`config.mk`:
```
export PLATFORM = sky130hd
export DESIGN_NAME = tpc_frontend
export DESIGN_NICKNAME = d
export VERILOG_FILES = /design/src/tpc_pkg.sv /design/src/tpc_frontend.sv /design/src/tpc_skid_buf.sv
export VERILOG_INCLUDE_DIRS = /design/src
export SDC_FILE = /design/constraint.sdc
export NUM_CORES = 1
export LEC_CHECK = 0
export ABC_AREA = 1
export BUFFER_PORTS_ARGS = -buffer_cell sky130_fd_sc_hd__buf_2
export CAP_MARGIN = 20
export CORE_UTILIZATION = 60
export CTS_CLUSTER_SIZE = 16
export DETAILED_ROUTE_END_ITERATION = 10
export HOLD_SLACK_MARGIN = 0.06
export PLACE_DENSITY = 0.76
export SYNTH_ARGS = -nofsm -noshare
export SYNTH_HDL_FRONTEND = slang
export SYNTH_SLANG_ARGS = --single-unit
```
`constraint.sdc`:
```
create_clock -name i_clk -period 3.36 [get_ports i_clk]
set_input_delay 0 -clock i_clk [delete_from_list [all_inputs] [get_ports i_clk]]
set_output_delay 0 -clock i_clk [all_outputs]
set_load 0.02 [all_outputs]
```
`src/tpc_defines.svh`:
```
// Constants of the T=0 command front end: codes, limits, timing counts.
// Assumes a 25 MHz core clock; included by bare name.
`ifndef TPC_DEFINES_SVH
`define TPC_DEFINES_SVH
`define TPC_PPS_START      8'hFF
`define TPC_PPS0_NONE      8'h00
`define TPC_PPS0_PARAM     8'h10
`define TPC_INS_WR_USER    8'hB0
`define TPC_INS_RD_USER    8'hB2
`define TPC_INS_SYS_WR     8'hB4
`define TPC_INS_SYS_RD     8'hB6
`define TPC_INS_CRYPTO     8'hB8
`define TPC_INS_PASSWD     8'hBA
`define TPC_SW_OK          8'h90
`define TPC_SW_CKSUM       8'h62
`define TPC_SW_LEN         8'h67
`define TPC_SW_UNAUTH      8'h69
`define TPC_SW_ADDR        8'h6B
`define TPC_SW_INS         8'h6D
`define TPC_SW2            8'h00
`define TPC_LEN_AT         8'h08
`define TPC_LEN_CRYPTO     8'h10
`define TPC_LEN_PASSWD     8'h03
`define TPC_LEN_CKSUM      8'h02
`define TPC_ETU_DEFAULT    10'd372
`define TPC_WR_TIME_US     5000
`define TPC_CLK_MHZ        25
`define TPC_WR_CYCLES      (`TPC_WR_TIME_US * `TPC_CLK_MHZ)
`endif

```
`src/tpc_pkg.sv`:
```
// Types shared by the T=0 command front end and its output buffer.
// Constants live in tpc_defines.svh.
package tpc_pkg;
  typedef struct packed {
    logic [7:0] data;
  } tpc_byte_t;
  typedef enum logic [1:0] {
    TPC_PAGE_16  = 2'b00,
    TPC_PAGE_64  = 2'b01,
    TPC_PAGE_128 = 2'b10
  } tpc_page_t;
  typedef struct packed {
    logic       valid;
    logic [7:0] addr;
    logic [7:0] data;
  } tpc_wr_t;
endpackage

```
`src/tpc_frontend.sv`:
```
// T=0 front end: PPS negotiation, header decode, procedure and status bytes.
// Assumes a character layer outside that delivers received bytes and sends
// bytes from o_tx_*, handling parity and retransmission on the line.
// How it works
// RL1: PPS accepted only when the large-memory option is strapped on.
// RL2: First byte after ATR equal FF starts PPS, else it is class.
// RL3: PPS is start byte FF, format, optional parameter, check byte.
// RL4: Response format byte is 00 or 10 only.
// RL5: Accepted parameter bytes: 01-05,08,11-15,18,94,95.
// RL6: Without PPS the bit period stays 372 card clocks.
// RL7: Accepted factors apply right after the PPS response.
// RL8: Unsupported parameter answers FF 00 FF, defaults kept.
// RL9: Non-T=0 protocol request answers format 00.
// RL10: Faster rate only via successful PPS, never via ATR.
// RL11: User write length capped by page size, or 08 under anti-tearing.
// RL12: System write P1 selects config, fuse, checksum, zone functions.
// RL13: Crypto verify needs P1 0X/1X with X up to 3, P2 00, P3 10.
// RL14: Password verify needs P1 0X/1X, P2 00, P3 03.
// RL15: Class byte unchecked; small parts ignore P1 of user commands.
// RL16: Normal flow echoes INS then ends with 90 00.
// RL17: Write under authentication returns 62 00 and waits for checksum.
// RL18: Bad P3 length returns 67 00 as procedure bytes.
// RL19: Forbidden address or exhausted attempts returns 69 00 early.
// RL20: Failed password, crypto or MAC check ends with 69 00.
// RL21: Unknown INS returns 6D 00; bad address returns 6B 00.
// RL22: User write data goes to rising addresses, then timed write cycle.
// RL23: PPS check byte makes XOR of all bytes zero.
// RL24: Outgoing P3 zero means 256 bytes; incoming zero means none.
// RL25: Parity and retransmission handled by the character layer.
`timescale 1ns/1ps
`include "tpc_defines.svh"
module tpc_frontend #(
  parameter int WR_CYCLES = `TPC_WR_CYCLES
) (
  // Clock and reset
  input  wire logic          i_clk,
  input  wire logic          i_arst_n,
  // Variant straps and security state
  input  wire logic          i_pps_capable,
  input  tpc_pkg::tpc_page_t i_page_size,
  input  wire logic          i_atr_done,
  input  wire logic          i_access_denied,
  input  wire logic          i_attempts_out,
  input  wire logic          i_auth_mode,
  input  wire logic          i_verify_fail,
  // Received characters
  input  wire logic          i_rx_valid,
  input  tpc_pkg::tpc_byte_t i_rx_data,
  // Transmitted characters
  output logic               o_tx_valid,
  output tpc_pkg::tpc_byte_t o_tx_data,
  input  wire logic          i_tx_ready,
  // Memory write port and link rate
  output tpc_pkg::tpc_wr_t   o_wr,
  output logic [9:0]         o_etu_cycles,
  output logic               o_busy
);
  import tpc_pkg::*;

  typedef enum logic [8:0] {
    ST_IDLE  = 9'b000000001,
    ST_FIRST = 9'b000000010,
    ST_PPS   = 9'b000000100,
    ST_HDR   = 9'b000001000,
    ST_DATA  = 9'b000010000,
    ST_WRITE = 9'b000100000,
    ST_OUT   = 9'b001000000,
    ST_SEND  = 9'b010000000,
    ST_WAIT  = 9'b100000000
  } tpc_state_t;

  tpc_state_t  state_reg;
  logic [7:0]  hdr_reg [5];
  logic [2:0]  hidx_reg;
  logic [7:0]  pps_reg [4];
  logic [2:0]  pidx_reg;
  logic [7:0]  pps_x_reg;
  logic [8:0]  cnt_reg;
  logic [7:0]  addr_reg;
  logic        at_reg;
  logic [31:0] wcnt_reg;
  logic [7:0]  q_reg [4];
  logic [2:0]  qn_reg;
  logic [2:0]  qi_reg;
  logic [9:0]  etu_reg;
  logic [9:0]  etu_new_reg;
  logic [7:0]  hdr_sw;
  tpc_wr_t     wr_reg;
  logic        busy_reg;
  logic        buf_ready;
  logic        push;
  logic [7:0]  chk;
  logic [9:0]  etu_of;

  // Length, function and address check for the full header
  function automatic logic [7:0] hdr_check(input logic [7:0] ins,
      input logic [7:0] p1, input logic [7:0] p2, input logic [7:0] p3,
      input logic at, input tpc_page_t pg, input logic deny);
    logic [7:0] lim;
    lim = (pg == TPC_PAGE_128) ? 8'h80 :
          (pg == TPC_PAGE_64)  ? 8'h40 : 8'h10;
    hdr_check = 8'h00;
    case (ins)
      `TPC_INS_WR_USER:
        if (p3 > (at ? `TPC_LEN_AT : lim))           // [RL11]
          hdr_check = `TPC_SW_LEN;
      `TPC_INS_RD_USER: hdr_check = 8'h00;
      `TPC_INS_SYS_WR:
        case (p1)                                    // [RL12]
          8'h00: if (p3 > lim) hdr_check = `TPC_SW_LEN;
          8'h08: if (p3 > `TPC_LEN_AT) hdr_check = `TPC_SW_LEN;
          8'h01, 8'h03, 8'h0B:
            if (p3 != 8'h00) hdr_check = `TPC_SW_LEN;
          8'h02: if (p3 != `TPC_LEN_CKSUM) hdr_check = `TPC_SW_LEN;
          default: hdr_check = `TPC_SW_ADDR;         // [RL21]
        endcase
      `TPC_INS_SYS_RD:
        if (p1 > 8'h02) hdr_check = `TPC_SW_ADDR;
      `TPC_INS_CRYPTO:                               // [RL13]
        if (p1[7:5] != 3'd0 || p1[3:2] != 2'd0 || p2 != 8'h00)
          hdr_check = `TPC_SW_ADDR;
        else if (p3 != `TPC_LEN_CRYPTO) hdr_check = `TPC_SW_LEN;
      `TPC_INS_PASSWD:                               // [RL14]
        if (p1[7:5] != 3'd0 || p1[3] || p2 != 8'h00)
          hdr_check = `TPC_SW_ADDR;
        else if (p3 != `TPC_LEN_PASSWD) hdr_check = `TPC_SW_LEN;
      default: hdr_check = `TPC_SW_INS;              // [RL21]
    endcase
    if (hdr_check == 8'h00 && deny) hdr_check = `TPC_SW_UNAUTH; // [RL19]
  endfunction

  // Rate table: cycles per bit for an accepted parameter byte, else 0
  function automatic logic [9:0] etu_for(input logic [7:0] pb);
    case (pb)                                        // [RL5]
      8'h01, 8'h11: etu_for = 10'd372;
      8'h02, 8'h12: etu_for = 10'd186;
      8'h03, 8'h13: etu_for = 10'd93;
      8'h04, 8'h14: etu_for = 10'd46;
      8'h05, 8'h15: etu_for = 10'd23;
      8'h08, 8'h18: etu_for = 10'd31;
      8'h94:        etu_for = 10'd64;
      8'h95:        etu_for = 10'd32;
      default:      etu_for = 10'd0;
    endcase
  endfunction

  assign chk    = pps_x_reg ^ i_rx_data.data; // Parity done upstream [RL25]
  assign etu_of = etu_for(pps_reg[2]);
  assign push   = (qi_reg < qn_reg) && buf_ready;
  assign hdr_sw = hdr_check(hdr_reg[1], hdr_reg[2], hdr_reg[3],
      i_rx_data.data, at_reg, i_page_size, i_access_denied || i_attempts_out);

  // Header and PPS capture, main sequence
  always_ff @(posedge i_clk or negedge i_arst_n) begin
    if (!i_arst_n) begin
      state_reg    <= ST_IDLE;
      hidx_reg     <= 3'd0;
      pidx_reg     <= 3'd0;
      pps_x_reg    <= 8'h00;
      cnt_reg      <= 9'd0;
      addr_reg     <= 8'h00;
      at_reg       <= 1'b0;
      wcnt_reg     <= 32'd0;
      qn_reg       <= 3'd0;
      etu_new_reg  <= `TPC_ETU_DEFAULT;
      etu_reg      <= `TPC_ETU_DEFAULT;              // [RL6]
      for (int i = 0; i < 5; i++) hdr_reg[i] <= 8'h00;
      for (int i = 0; i < 4; i++) pps_reg[i] <= 8'h00;
      for (int i = 0; i < 4; i++) q_reg[i] <= 8'h00;
    end else begin
      case (state_reg)
        ST_IDLE: state_reg <= ST_IDLE;
        ST_FIRST:
          if (i_rx_valid) begin
            if (i_pps_capable &&
                i_rx_data.data == `TPC_PPS_START) begin // [RL1] [RL2]
              state_reg  <= ST_PPS;
              pps_reg[0] <= i_rx_data.data;
              pps_x_reg  <= i_rx_data.data;
              pidx_reg   <= 3'd1;
            end else begin
              hdr_reg[0] <= i_rx_data.data;          // [RL15]
              hidx_reg   <= 3'd1;
              state_reg  <= ST_HDR;
            end
          end
        ST_PPS:
          if (i_rx_valid) begin
            pps_reg[pidx_reg[1:0]] <= i_rx_data.data;
            pps_x_reg <= chk;
            pidx_reg  <= pidx_reg + 3'd1;
            // Check byte closes after format (no PPS1) or after PPS1
            if ((pidx_reg == 3'd2 && !pps_reg[1][4]) ||
                pidx_reg == 3'd3) begin              // [RL3]
              if (chk != 8'h00) begin                // [RL23]
                state_reg <= ST_HDR;  // Bad check: drop, await command
                hidx_reg  <= 3'd0;
              end else if (pps_reg[1][3:0] == 4'h0 && pps_reg[1][4] &&
                           etu_of != 10'd0) begin
                q_reg[0] <= `TPC_PPS_START;
                q_reg[1] <= `TPC_PPS0_PARAM;         // [RL4]
                q_reg[2] <= pps_reg[2];
                q_reg[3] <= `TPC_PPS_START ^ `TPC_PPS0_PARAM ^ pps_reg[2];
                qn_reg   <= 3'd4;
                etu_new_reg <= etu_of;               // [RL7]
                state_reg <= ST_SEND;
              end else begin
                q_reg[0] <= `TPC_PPS_START;          // [RL8] [RL9]
                q_reg[1] <= `TPC_PPS0_NONE;
                q_reg[2] <= `TPC_PPS_START ^ `TPC_PPS0_NONE;
                qn_reg   <= 3'd3;
                state_reg <= ST_SEND;
              end
            end
          end
        ST_HDR:
          if (i_rx_valid) begin
            hdr_reg[hidx_reg] <= i_rx_data.data;
            hidx_reg <= hidx_reg + 3'd1;
            if (hidx_reg == 3'd4) begin
              if (hdr_sw != 8'h00) begin
                q_reg[0]  <= hdr_sw;                 // [RL18] [RL21]
                q_reg[1]  <= `TPC_SW2;
                qn_reg    <= 3'd2;
                state_reg <= ST_SEND;
              end else begin
                q_reg[0] <= hdr_reg[1];              // [RL16]
                qn_reg   <= 3'd1;
                addr_reg <= hdr_reg[3];              // [RL22]
                if (hdr_reg[1] == `TPC_INS_SYS_WR &&
                    (hdr_reg[2] == 8'h03 || hdr_reg[2] == 8'h0B))
                  at_reg <= (hdr_reg[2] == 8'h0B);
                if (hdr_reg[1] == `TPC_INS_RD_USER ||
                    hdr_reg[1] == `TPC_INS_SYS_RD) begin
                  cnt_reg <= (i_rx_data.data == 8'h00) ? 9'd256 :
                             {1'b0, i_rx_data.data}; // [RL24]
                  state_reg <= ST_OUT;
                end else begin
                  cnt_reg   <= {1'b0, i_rx_data.data};
                  state_reg <= ST_DATA;
                end
              end
            end
          end
        ST_DATA:
          if (qi_reg == qn_reg) begin
            if (cnt_reg == 9'd0) begin
              qn_reg    <= 3'd0;
              wcnt_reg  <= 32'd0;
              state_reg <= ST_WRITE;
            end else if (i_rx_valid) begin
              addr_reg <= addr_reg + 8'd1;           // [RL22]
              cnt_reg  <= cnt_reg - 9'd1;
            end
          end
        ST_WRITE: begin
          if (hdr_reg[1] == `TPC_INS_WR_USER && i_auth_mode) begin
            q_reg[0] <= `TPC_SW_CKSUM;               // [RL17]
            q_reg[1] <= `TPC_SW2;
            qn_reg   <= 3'd2;
            state_reg <= ST_SEND;
          end else if (wcnt_reg >= WR_CYCLES - 1 ||
                       hdr_reg[1] != `TPC_INS_WR_USER) begin
            q_reg[0] <= i_verify_fail ? `TPC_SW_UNAUTH // [RL20]
                                      : `TPC_SW_OK;
            q_reg[1] <= `TPC_SW2;
            qn_reg   <= 3'd2;
            state_reg <= ST_SEND;
          end else
            wcnt_reg <= wcnt_reg + 32'd1;
        end
        ST_OUT:
          // Read data comes from the memory path; here only the ending
          if (qi_reg == qn_reg) begin
            q_reg[0] <= `TPC_SW_OK;
            q_reg[1] <= `TPC_SW2;
            qn_reg   <= 3'd2;
            state_reg <= ST_SEND;
          end
        ST_SEND: // Drain first: a new rate must not hit the answer
          if (qi_reg == qn_reg && qn_reg != 3'd0 && !o_tx_valid) begin
            qn_reg    <= 3'd0;
            etu_reg   <= etu_new_reg;                // [RL7]
            hidx_reg  <= 3'd0;
            state_reg <= ST_HDR;
          end
        default: state_reg <= ST_IDLE;
      endcase
      if (i_atr_done) begin
        state_reg   <= ST_FIRST;
        etu_reg     <= `TPC_ETU_DEFAULT;             // [RL10]
        etu_new_reg <= `TPC_ETU_DEFAULT;
        qn_reg      <= 3'd0;
      end
    end
  end

  // Output queue read index
  always_ff @(posedge i_clk or negedge i_arst_n) begin
    if (!i_arst_n)
      qi_reg <= 3'd0;
    else if (i_atr_done || (qi_reg == qn_reg &&
             (state_reg == ST_OUT || (state_reg == ST_SEND && !o_tx_valid) ||
              (state_reg == ST_DATA && cnt_reg == 9'd0))))
      qi_reg <= 3'd0;
    else if (push)
      qi_reg <= qi_reg + 3'd1;
  end

  // Memory write strobe for each user data byte, none in authentication mode
  always_ff @(posedge i_clk or negedge i_arst_n) begin
    if (!i_arst_n) begin
      wr_reg   <= '0;
      busy_reg <= 1'b0;
    end else begin
      wr_reg.valid <= (state_reg == ST_DATA) && (qi_reg == qn_reg) &&
                      (cnt_reg != 9'd0) && i_rx_valid &&
                      hdr_reg[1] == `TPC_INS_WR_USER && !i_auth_mode; // [RL17]
      wr_reg.addr  <= addr_reg;
      wr_reg.data  <= i_rx_data.data;
      busy_reg     <= (state_reg == ST_WRITE);   // [RL22]
    end
  end

  tpc_skid_buf u_buf (
    .i_clk    (i_clk),
    .i_arst_n (i_arst_n),
    .i_valid  (push),
    .i_data   (tpc_byte_t'(q_reg[qi_reg[1:0]])),
    .o_ready  (buf_ready),
    .o_valid  (o_tx_valid),
    .o_data   (o_tx_data),
    .i_ready  (i_tx_ready)
  );

  assign o_wr         = wr_reg;
  assign o_etu_cycles = etu_reg;
  assign o_busy       = busy_reg;

  a_etu_default: assert property (@(posedge i_clk) disable iff (!i_arst_n)
    $rose(i_atr_done) |=> o_etu_cycles == 10'd372)   // [RL6]
    else $error("Bit period not default after reset");
  a_no_pps_small: assert property (@(posedge i_clk) disable iff (!i_arst_n)
    !i_pps_capable && state_reg == ST_FIRST && i_rx_valid && !i_atr_done
    |=> state_reg != ST_PPS)                          // [RL1]
    else $error("PPS entered on small part");
  a_pps_start: assert property (@(posedge i_clk) disable iff (!i_arst_n)
    i_pps_capable && state_reg == ST_FIRST && i_rx_valid && !i_atr_done
    && i_rx_data.data == 8'hFF |=> state_reg == ST_PPS) // [RL2]
    else $error("FF did not start PPS");
  a_rate_stable: assert property (@(posedge i_clk) disable iff (!i_arst_n)
    state_reg inside {ST_HDR, ST_DATA, ST_OUT} |=> $stable(o_etu_cycles))
    else $error("Rate changed outside PPS");          // [RL10]
  a_rate_valid: assert property (@(posedge i_clk) disable iff (!i_arst_n)
    o_etu_cycles inside {10'd372, 10'd186, 10'd93, 10'd46, 10'd23,
    10'd31, 10'd64, 10'd32}) else $error("Unsupported rate"); // [RL5]
  a_wr_addr_step: assert property (@(posedge i_clk) disable iff (!i_arst_n)
    o_wr.valid |-> addr_reg == o_wr.addr + 8'd1)
    else $error("Write address not rising");          // [RL22]
  a_hdr_answer: assert property (@(posedge i_clk) disable iff (!i_arst_n)
    state_reg == ST_HDR && hidx_reg == 3'd4 && i_rx_valid && !i_atr_done
    |=> state_reg inside {ST_SEND, ST_OUT, ST_DATA})   // [RL16]
    else $error("Header gave no answer");
  a_q_bound: assert property (@(posedge i_clk) disable iff (!i_arst_n)
    qi_reg <= qn_reg) else $error("Queue index beyond fill"); // [RL18]
  c_pps_seen: cover property (@(posedge i_clk) state_reg == ST_PPS);
  c_write: cover property (@(posedge i_clk) state_reg == ST_WRITE);
  c_read: cover property (@(posedge i_clk) state_reg == ST_OUT);
endmodule // tpc_frontend

```
`src/tpc_skid_buf.sv`:
```
// Two-entry byte buffer with valid/ready on both sides.
// Assumes one clock; output comes straight from storage flip-flops.
`timescale 1ns/1ps
module tpc_skid_buf (
  // Clock and reset
  input  wire logic         i_clk,
  input  wire logic         i_arst_n,
  // Filling side
  input  wire logic         i_valid,
  input  tpc_pkg::tpc_byte_t i_data,
  output logic              o_ready,
  // Draining side
  output logic              o_valid,
  output tpc_pkg::tpc_byte_t o_data,
  input  wire logic         i_ready
);
  import tpc_pkg::*;
  tpc_byte_t  mem_reg [2];
  logic       rd_ptr_reg;
  logic       wr_ptr_reg;
  logic [1:0] count_reg;
  logic       push;
  logic       pop;

  assign push = i_valid && (count_reg != 2'd2);
  assign pop  = o_valid && i_ready;

  always_ff @(posedge i_clk or negedge i_arst_n) begin
    if (!i_arst_n) begin
      mem_reg[0] <= '0;
      mem_reg[1] <= '0;
      wr_ptr_reg <= 1'b0;
    end else if (push) begin
      mem_reg[wr_ptr_reg] <= i_data;
      wr_ptr_reg          <= ~wr_ptr_reg;
    end
  end

  always_ff @(posedge i_clk or negedge i_arst_n) begin
    if (!i_arst_n) begin
      rd_ptr_reg <= 1'b0;
      count_reg  <= 2'd0;
    end else begin
      if (pop)
        rd_ptr_reg <= ~rd_ptr_reg;
      case ({push, pop})
        2'b10:   count_reg <= count_reg + 2'd1;
        2'b01:   count_reg <= count_reg - 2'd1;
        default: count_reg <= count_reg;
      endcase
    end
  end

  // Ready/valid from state flip-flops only
  assign o_ready = (count_reg != 2'd2);
  assign o_valid = (count_reg != 2'd0);
  assign o_data  = mem_reg[rd_ptr_reg];

  a_hold_stall: assert property (@(posedge i_clk) disable iff (!i_arst_n)
    o_valid && !i_ready |=> o_valid && $stable(o_data)) // [RL16]
    else $error("Buffer head moved while stalled");
endmodule // tpc_skid_buf
```
---- Yosys cells after proc, flatten, opt, wreduce, memory -nomap -nowiden ----
Cells that the tools add are included.
word-level totals
  latch bits .............................. 0
  register bits after elaboration ......... 241
  logic and storage cells ................. 368
  memories kept ........................... 0
  ROM bits ................................ 0
  bits in writable memories ............... 0
cells by class
  equality and inequality tests ........... 78
  muxes and demuxes ....................... 132
  divide/modulo/power cells ............... 0
  bitwise gates (word level) .............. 11
  multiply operators ...................... 0
  add/sub/neg operators ................... 8
  shift operators ......................... 0
  reductions and logical operators ........ 91
  $lt $le $gt $ge ......................... 14
operators with widths
  kind                                                                                    count
  32-bit two-way mux                                                                      8
  8-bit two-way mux                                                                       28
  9-bit two-way mux                                                                       20
  10-bit two-way mux                                                                      9
  7-bit two-way mux                                                                       12
  16-bit two-way mux                                                                      5
  8-bit equality test (second input constant)                                             9
  3-bit two-way mux                                                                       24
  9-bit case mux with 8 select lines                                                      1
  16-bit case mux with 4 select lines                                                     1
  32-bit case mux with 2 select lines                                                     1
  8-bit case mux with 2 select lines                                                      4
  9-bit case mux with 7 select lines                                                      1
  8-bit by 5-bit equality test with 1-bit output (second input constant)                  6
  8-bit case mux with 6 select lines                                                      1
  2-bit != test (second input constant)                                                   21
  40-bit bitwise mux                                                                      1
  40-bit two-way mux                                                                      1
  3-bit != test (second input constant)                                                   11
  32-bit by 1-bit adder with 32-bit output (second input constant)                        1
  32-bit bitwise mux                                                                      1
  8-bit by 2-bit equality test with 1-bit output (second input constant)                  4
  32-bit by 17-bit greater-or-equal comparator with 1-bit output (second input constant)  1
  8-bit case mux with 4 select lines                                                      1
  other kinds (76)                                                                        162

---- Depth between registers and ports, before layout ----
  depth in word-level cells ............... 16
  mapped depth ............................ 20
  depth with buffers taken out ............ 19

---- Cells and area by module ----
Synthesis repeated with hierarchy kept, for this count alone.
second synthesis, totals
  cells, all modules ...................... 1,336
  area total of the unflattened synthesis .. 10,615.2 µm²
by module, submodules not included
  module        area an instance (µm²)  times used  cells each
  tpc_frontend  9,598.0                 1           1,212
  tpc_skid_buf  1,017.2                 1           124

---- Worst setup path before layout ----
OpenSTA, ideal clock, no wires.
  path type ............................... flip-flop to flip-flop
  start point ............................. register qi_reg[0]
  end point ............................... register state_reg[2]
  arrival ................................. 2,339 ps
  path buffers ............................ 2
  period minus slack after synthesis ...... 2,466 ps
  slack ................................... 894 ps
  stages on the path, launching flop included .. 18
  cells stage by stage .................... dfrtp_1 clkbuf_1 clkinv_1 clkbuf_1 ha_1 nand3_1 inv_1 o211ai_1 nand2_1 nand2_1 nor3b_1 nand2_1 inv_1 nand2_1 nand2_1 inv_2 nand2_1 o21ai_0
on the way
  cells in the longest elaborated chain, start to end .. 5
  elaborated cells on any way between the ends .. 7
  those cells by class .................... 4 x eq/ne; 3 x reduce/logical
ends and longest elaborated chain
  element                           line                                                           RTL
  from (decl)                       tpc_frontend.sv:84                                             logic [2:0] qi_reg;
  from (signal assigned)            tpc_frontend.sv:307                                            qi_reg <= qi_reg + 3'd1;
  3-bit equality test *             tpc_frontend.sv:246, tpc_frontend.sv:274, tpc_frontend.sv:281
  1-bit logical AND (2 in a row)    tpc_frontend.sv:281                                            if (qi_reg == qn_reg && qn_reg != 3'd0 && !o_tx_valid) begin
  3-bit != test (no line)           -
  10-bit AND reduction (no line) *  -
  to (signal assigned)              tpc_frontend.sv:278                                            state_reg <= ST_SEND;
  to (signal assigned)              tpc_frontend.sv:285                                            state_reg <= ST_HDR;
  to (signal assigned)              tpc_frontend.sv:287                                            default: state_reg <= ST_IDLE;
  to (decl)                         tpc_frontend.sv:72                                             tpc_state_t state_reg;
Mark *: on every way between the ends. The rest lies on a longest branch, timed or not.
A chain may end at the register's enable or synchronous reset.

---- Worst setup path in the final report ----
  start point ............................. register state_reg[5]
  end point ............................... register q_reg[28] (netlist bit)
on the way
  cells in the longest elaborated chain, start to end .. 3
  elaborated cells on any way between the ends .. 14
  those cells by class .................... 11 x eq/ne; 1 x mux; 2 x reduce/logical
ends and longest elaborated chain
  element                                                                       line                 RTL
  from (signal assigned)                                                        tpc_frontend.sv:156  state_reg <= ST_IDLE;
  from (signal assigned)                                                        tpc_frontend.sv:172  ST_IDLE: state_reg <= ST_IDLE;
  from (signal assigned)                                                        tpc_frontend.sv:177  state_reg <= ST_PPS;
  9-bit by 6-bit equality test with 1-bit output, or another cell as far along  tpc_frontend.sv:171  case (state_reg)
  3-bit != test (no line), or another cell as far along                         -
  8-bit AND reduction (no line)                                                 -
  to (decl)                                                                     tpc_frontend.sv:82   logic [7:0] q_reg [4];
Parallel ways exist; a longest one is shown, timed or not.

==> impl_metrics.json <==
{
  "status": "finished clean",
  "antenna_cells": 0,
  "yosys.area_share.simple": 0.277,
  "placed_area_um2": 11000,
  "start_util": 0.612,
  "synth_compound_area_frac": 0.115,
  "drt.antenna.violating_nets": 0,
  "synth_top_area_frac": 0.439,
  "grt_pass1_vias": 8277,
  "finalHoldViolCount": 0,
  "rsz0062_at_grt": "false",
  "vias_per_cell": 5.47,
  "boundaryPins": 57,
  "grt_pass1_wl_um": 40200,
  "worstSetupPathType": "flop to flop",
  "muxShareOfSynthArea": 0.00854,
  "synth_commonest_cells": "nand2_1, dfrtp_1, inv_1",
  "layout-drive-gt1-share": 0.126,
  "ys_seq_elements": 196,
  "synth_cell_types": 53,
  "grt_antenna_before_repair": 0,
  "die_h_um": 135,
  "wire_per_inst_um": 14.8,
  "critPathLaunchType": "flop",
  "ys_seq_area_frac": 0.466,
  "top_layer": "met4",
  "synth_area_um2": 10600,
  "maxSlewHeadroom": 0.465,
  "portBuffers": 55,
  "cts_made_buffers": 17,
  "finalSetupTns_ns": 0,
  "core_um2": 17200,
  "tritoncts": "yes",
  "critPathArrivalTime_ns": 2.91,
  "cp.buffers_inverters": 5,
  "grt_max_degree": 103,
  "grt_usage": 0.283,
  "total_power_mw": 6.60,
  "min_path_type": "primary input to flop",
  "holdPathStages": 6,
  "largest_reg_flops": 32,
  "worst_pin_slew_ns": 0.803,
  "synthArstFlopShare": 1.00,
  "area_delta_synth_final_pct": 10.9,
  "overflow": 0,
  "wl_met1_um": 11200,
  "cts_buffer_depth": 2,
  "syn_area_per_cell_um2": 7.85,
  "p_leak_nw": 5.84,
  "synth-xor-area-share": 0.0207,
  "synthTopCellsByArea": "dfrtp_1, nand2_1, o21ai_0",
  "cts_setup_buffers": 0,
  "die_w_um": 135,
  "wl_met2_um": 11000,
  "crit_path_end_kind": "flop",
  "insertion_delay_ns": 0.43,
  "crit_chain": "nor2_2 > nand2_2 > inv_2 > nand4_2 > inv_2 > nand3_1 > nand2_1 > inv_1 > nand2_1 > nor2_1 > nand2_2 > inv_2 > or2_0 > nand2_1 > inv_1",
  "cp-startpoint": "state_reg[5]",
  "synth_top_family_by_area": "simple AND/OR/NAND/NOR gates",
  "drtIter0Drc": 663,
  "yosysWarnings": 0,
  "dpl.hpwl_um": 17500,
  "crit_fanout": 18,
  "yosysMostFrequentCell": "nand2_1",
  "whs_endpoint": "state_reg[4]",
  "synth_edf_count": 0,
  "critical_path_required_ns": 3.69,
  "clockRootBuffer": "clkbuf_16",
  "gp_congestion": 0.952,
  "final_nets": 1449,
  "cap_violations": 0,
  "drc": 0,
  "fmax_mhz": 387,
  "min_period_ns": 2.58,
  "setup_violations": 0,
  "reg2reg_from": "state_reg[5]",
  "crit_family": "simple AND/OR/NAND/NOR gates",
  "num_rows": 48,
  "max_stage_delay_ns": 0.43,
  "slowest_stage": "dfrtp_1",
  "synth_fa_ha_area_frac": 0.0273,
  "yosysTopAreaCell": "dfrtp_1",
  "finalInstanceArea_um2": 11700,
  "r2r_end": "q_reg[28]",
  "die_area_um2": 18100,
  "finalMaxSlewViolations": 0,
  "htreeDepth": 4,
  "wl_met3_um": 1560,
  "wirelength_um": 24400,
  "dr.pass1.iters": 5,
  "synth.net_count": 1387,
  "synthCells": 1344,
  "rrSetupSlack_ns": 0.78,
  "cts_num_sinks": 196,
  "path_clk_slew_ns": 0.07,
  "ys.flop_type": "dfrtp_1",
  "hp-start": "i_access_denied",
  "powerDensity_nw_per_um2": 564,
  "vdd_drop_max_mv": 0.467,
  "final.period_utilization": 0.769,
  "num_vias": 8995,
  "finClkSkew_ns": 0.00873,
  "rr_worst_depth": 15
}
==> through the flow <==
stage	hold WS, ns	cells	setup WS (ns)	utilization
final	0.0756	1643	0.777	0.679
after global routing	0.0930	1643	0.583	0.679
after CTS	0.0633	1642	0.749	0.678
after detailed placement	0.150	1597	0.773	0.638
after global placement	0.148	1597	0.842	0.638
after floorplan	-0.296	1344	0.894	-
==> how the worst max path moves through the flow <==
stage,endpoint,cells after the start
final,q_reg[28],15
after CTS,wcnt_reg[9],8
after global routing,etu_new_reg[5],11
after detailed placement,wcnt_reg[7],8
after floorplan,state_reg[2],17
after global placement,wcnt_reg[0],9
==> cell families (layout without fill, tap and decap cells) <==
family          count (synthesis)  after routing
compound gates                229            229
fa+ha+maj                      23             23
simple gates                  639            639
buf+inv                       223            297
xor+xnor                       25             25
mux                             8              8
other cells                     1              1
flops                         196            196
==> power by group <==
part           switching [mW]  internal [mW]  total, mW  leakage (nW)
registers               0.313           2.79       3.10          2.51
logic                    1.00          0.591       1.59          3.07
clock network           0.884           1.02       1.91         0.259
==> worst reg2reg max path: cells and delay by family, from the launching register on <==
kind | cells | cell delay [ns]
buffers and inverters | 5 | 0.63
and+or+nand+nor | 10 | 1.41
DFF | 1 | 0.43
==> placed cells by master (no fill, tap or decap), types with 4 or more instances in the layout <==
cell type	count
buf_2	54
dfstp_2	11
nand2_2	9
inv_2	15
nor3b_1	4
dfrtp_1	185
nor2_1	121
clkbuf_16	17
ha_1	23
clkinv_1	5
nor3_2	4
inv_1	168
nor4_1	8
xor2_1	15
nand2_1	325
nand3_1	83
or2_2	7
xnor2_1	10
buf_4	7
nor2_4	6
o21ai_1	40
dlygate4sd3_1	14
o21ai_0	134
o21ai_2	5
nor3_1	19
nand4_1	25
a21oi_1	33
mux2_2	8
nor2_2	9
==> what timing repair did <==
action | in CTS | in global routing
hold buffers | 14 | 0
endpoints found under the hold margin | 119 | 0
gates resized for setup | 0 | 0
==> cell type report <==
class | count | area [um^2]
Multi-Input combinational cell | 925 | 4750
Tap cell | 225 | 282
Sequential cell | 196 | 4920
Fill cell | 1405 | 5540
Clock inverter | 11 | 103
Clock buffer | 20 | 437
Inverter | 189 | 716
Timing Repair Buffer | 77 | 497
==> per-layer routing <==
layer | GRT usage | vias up
met5 | 0 | -
met4 | 0.101 | 0
met3 | 0.0563 | 57
met2 | 0.441 | 296
met1 | 0.394 | 4180
li1 | - | 4462
Power figures use the tool's default switching activity.
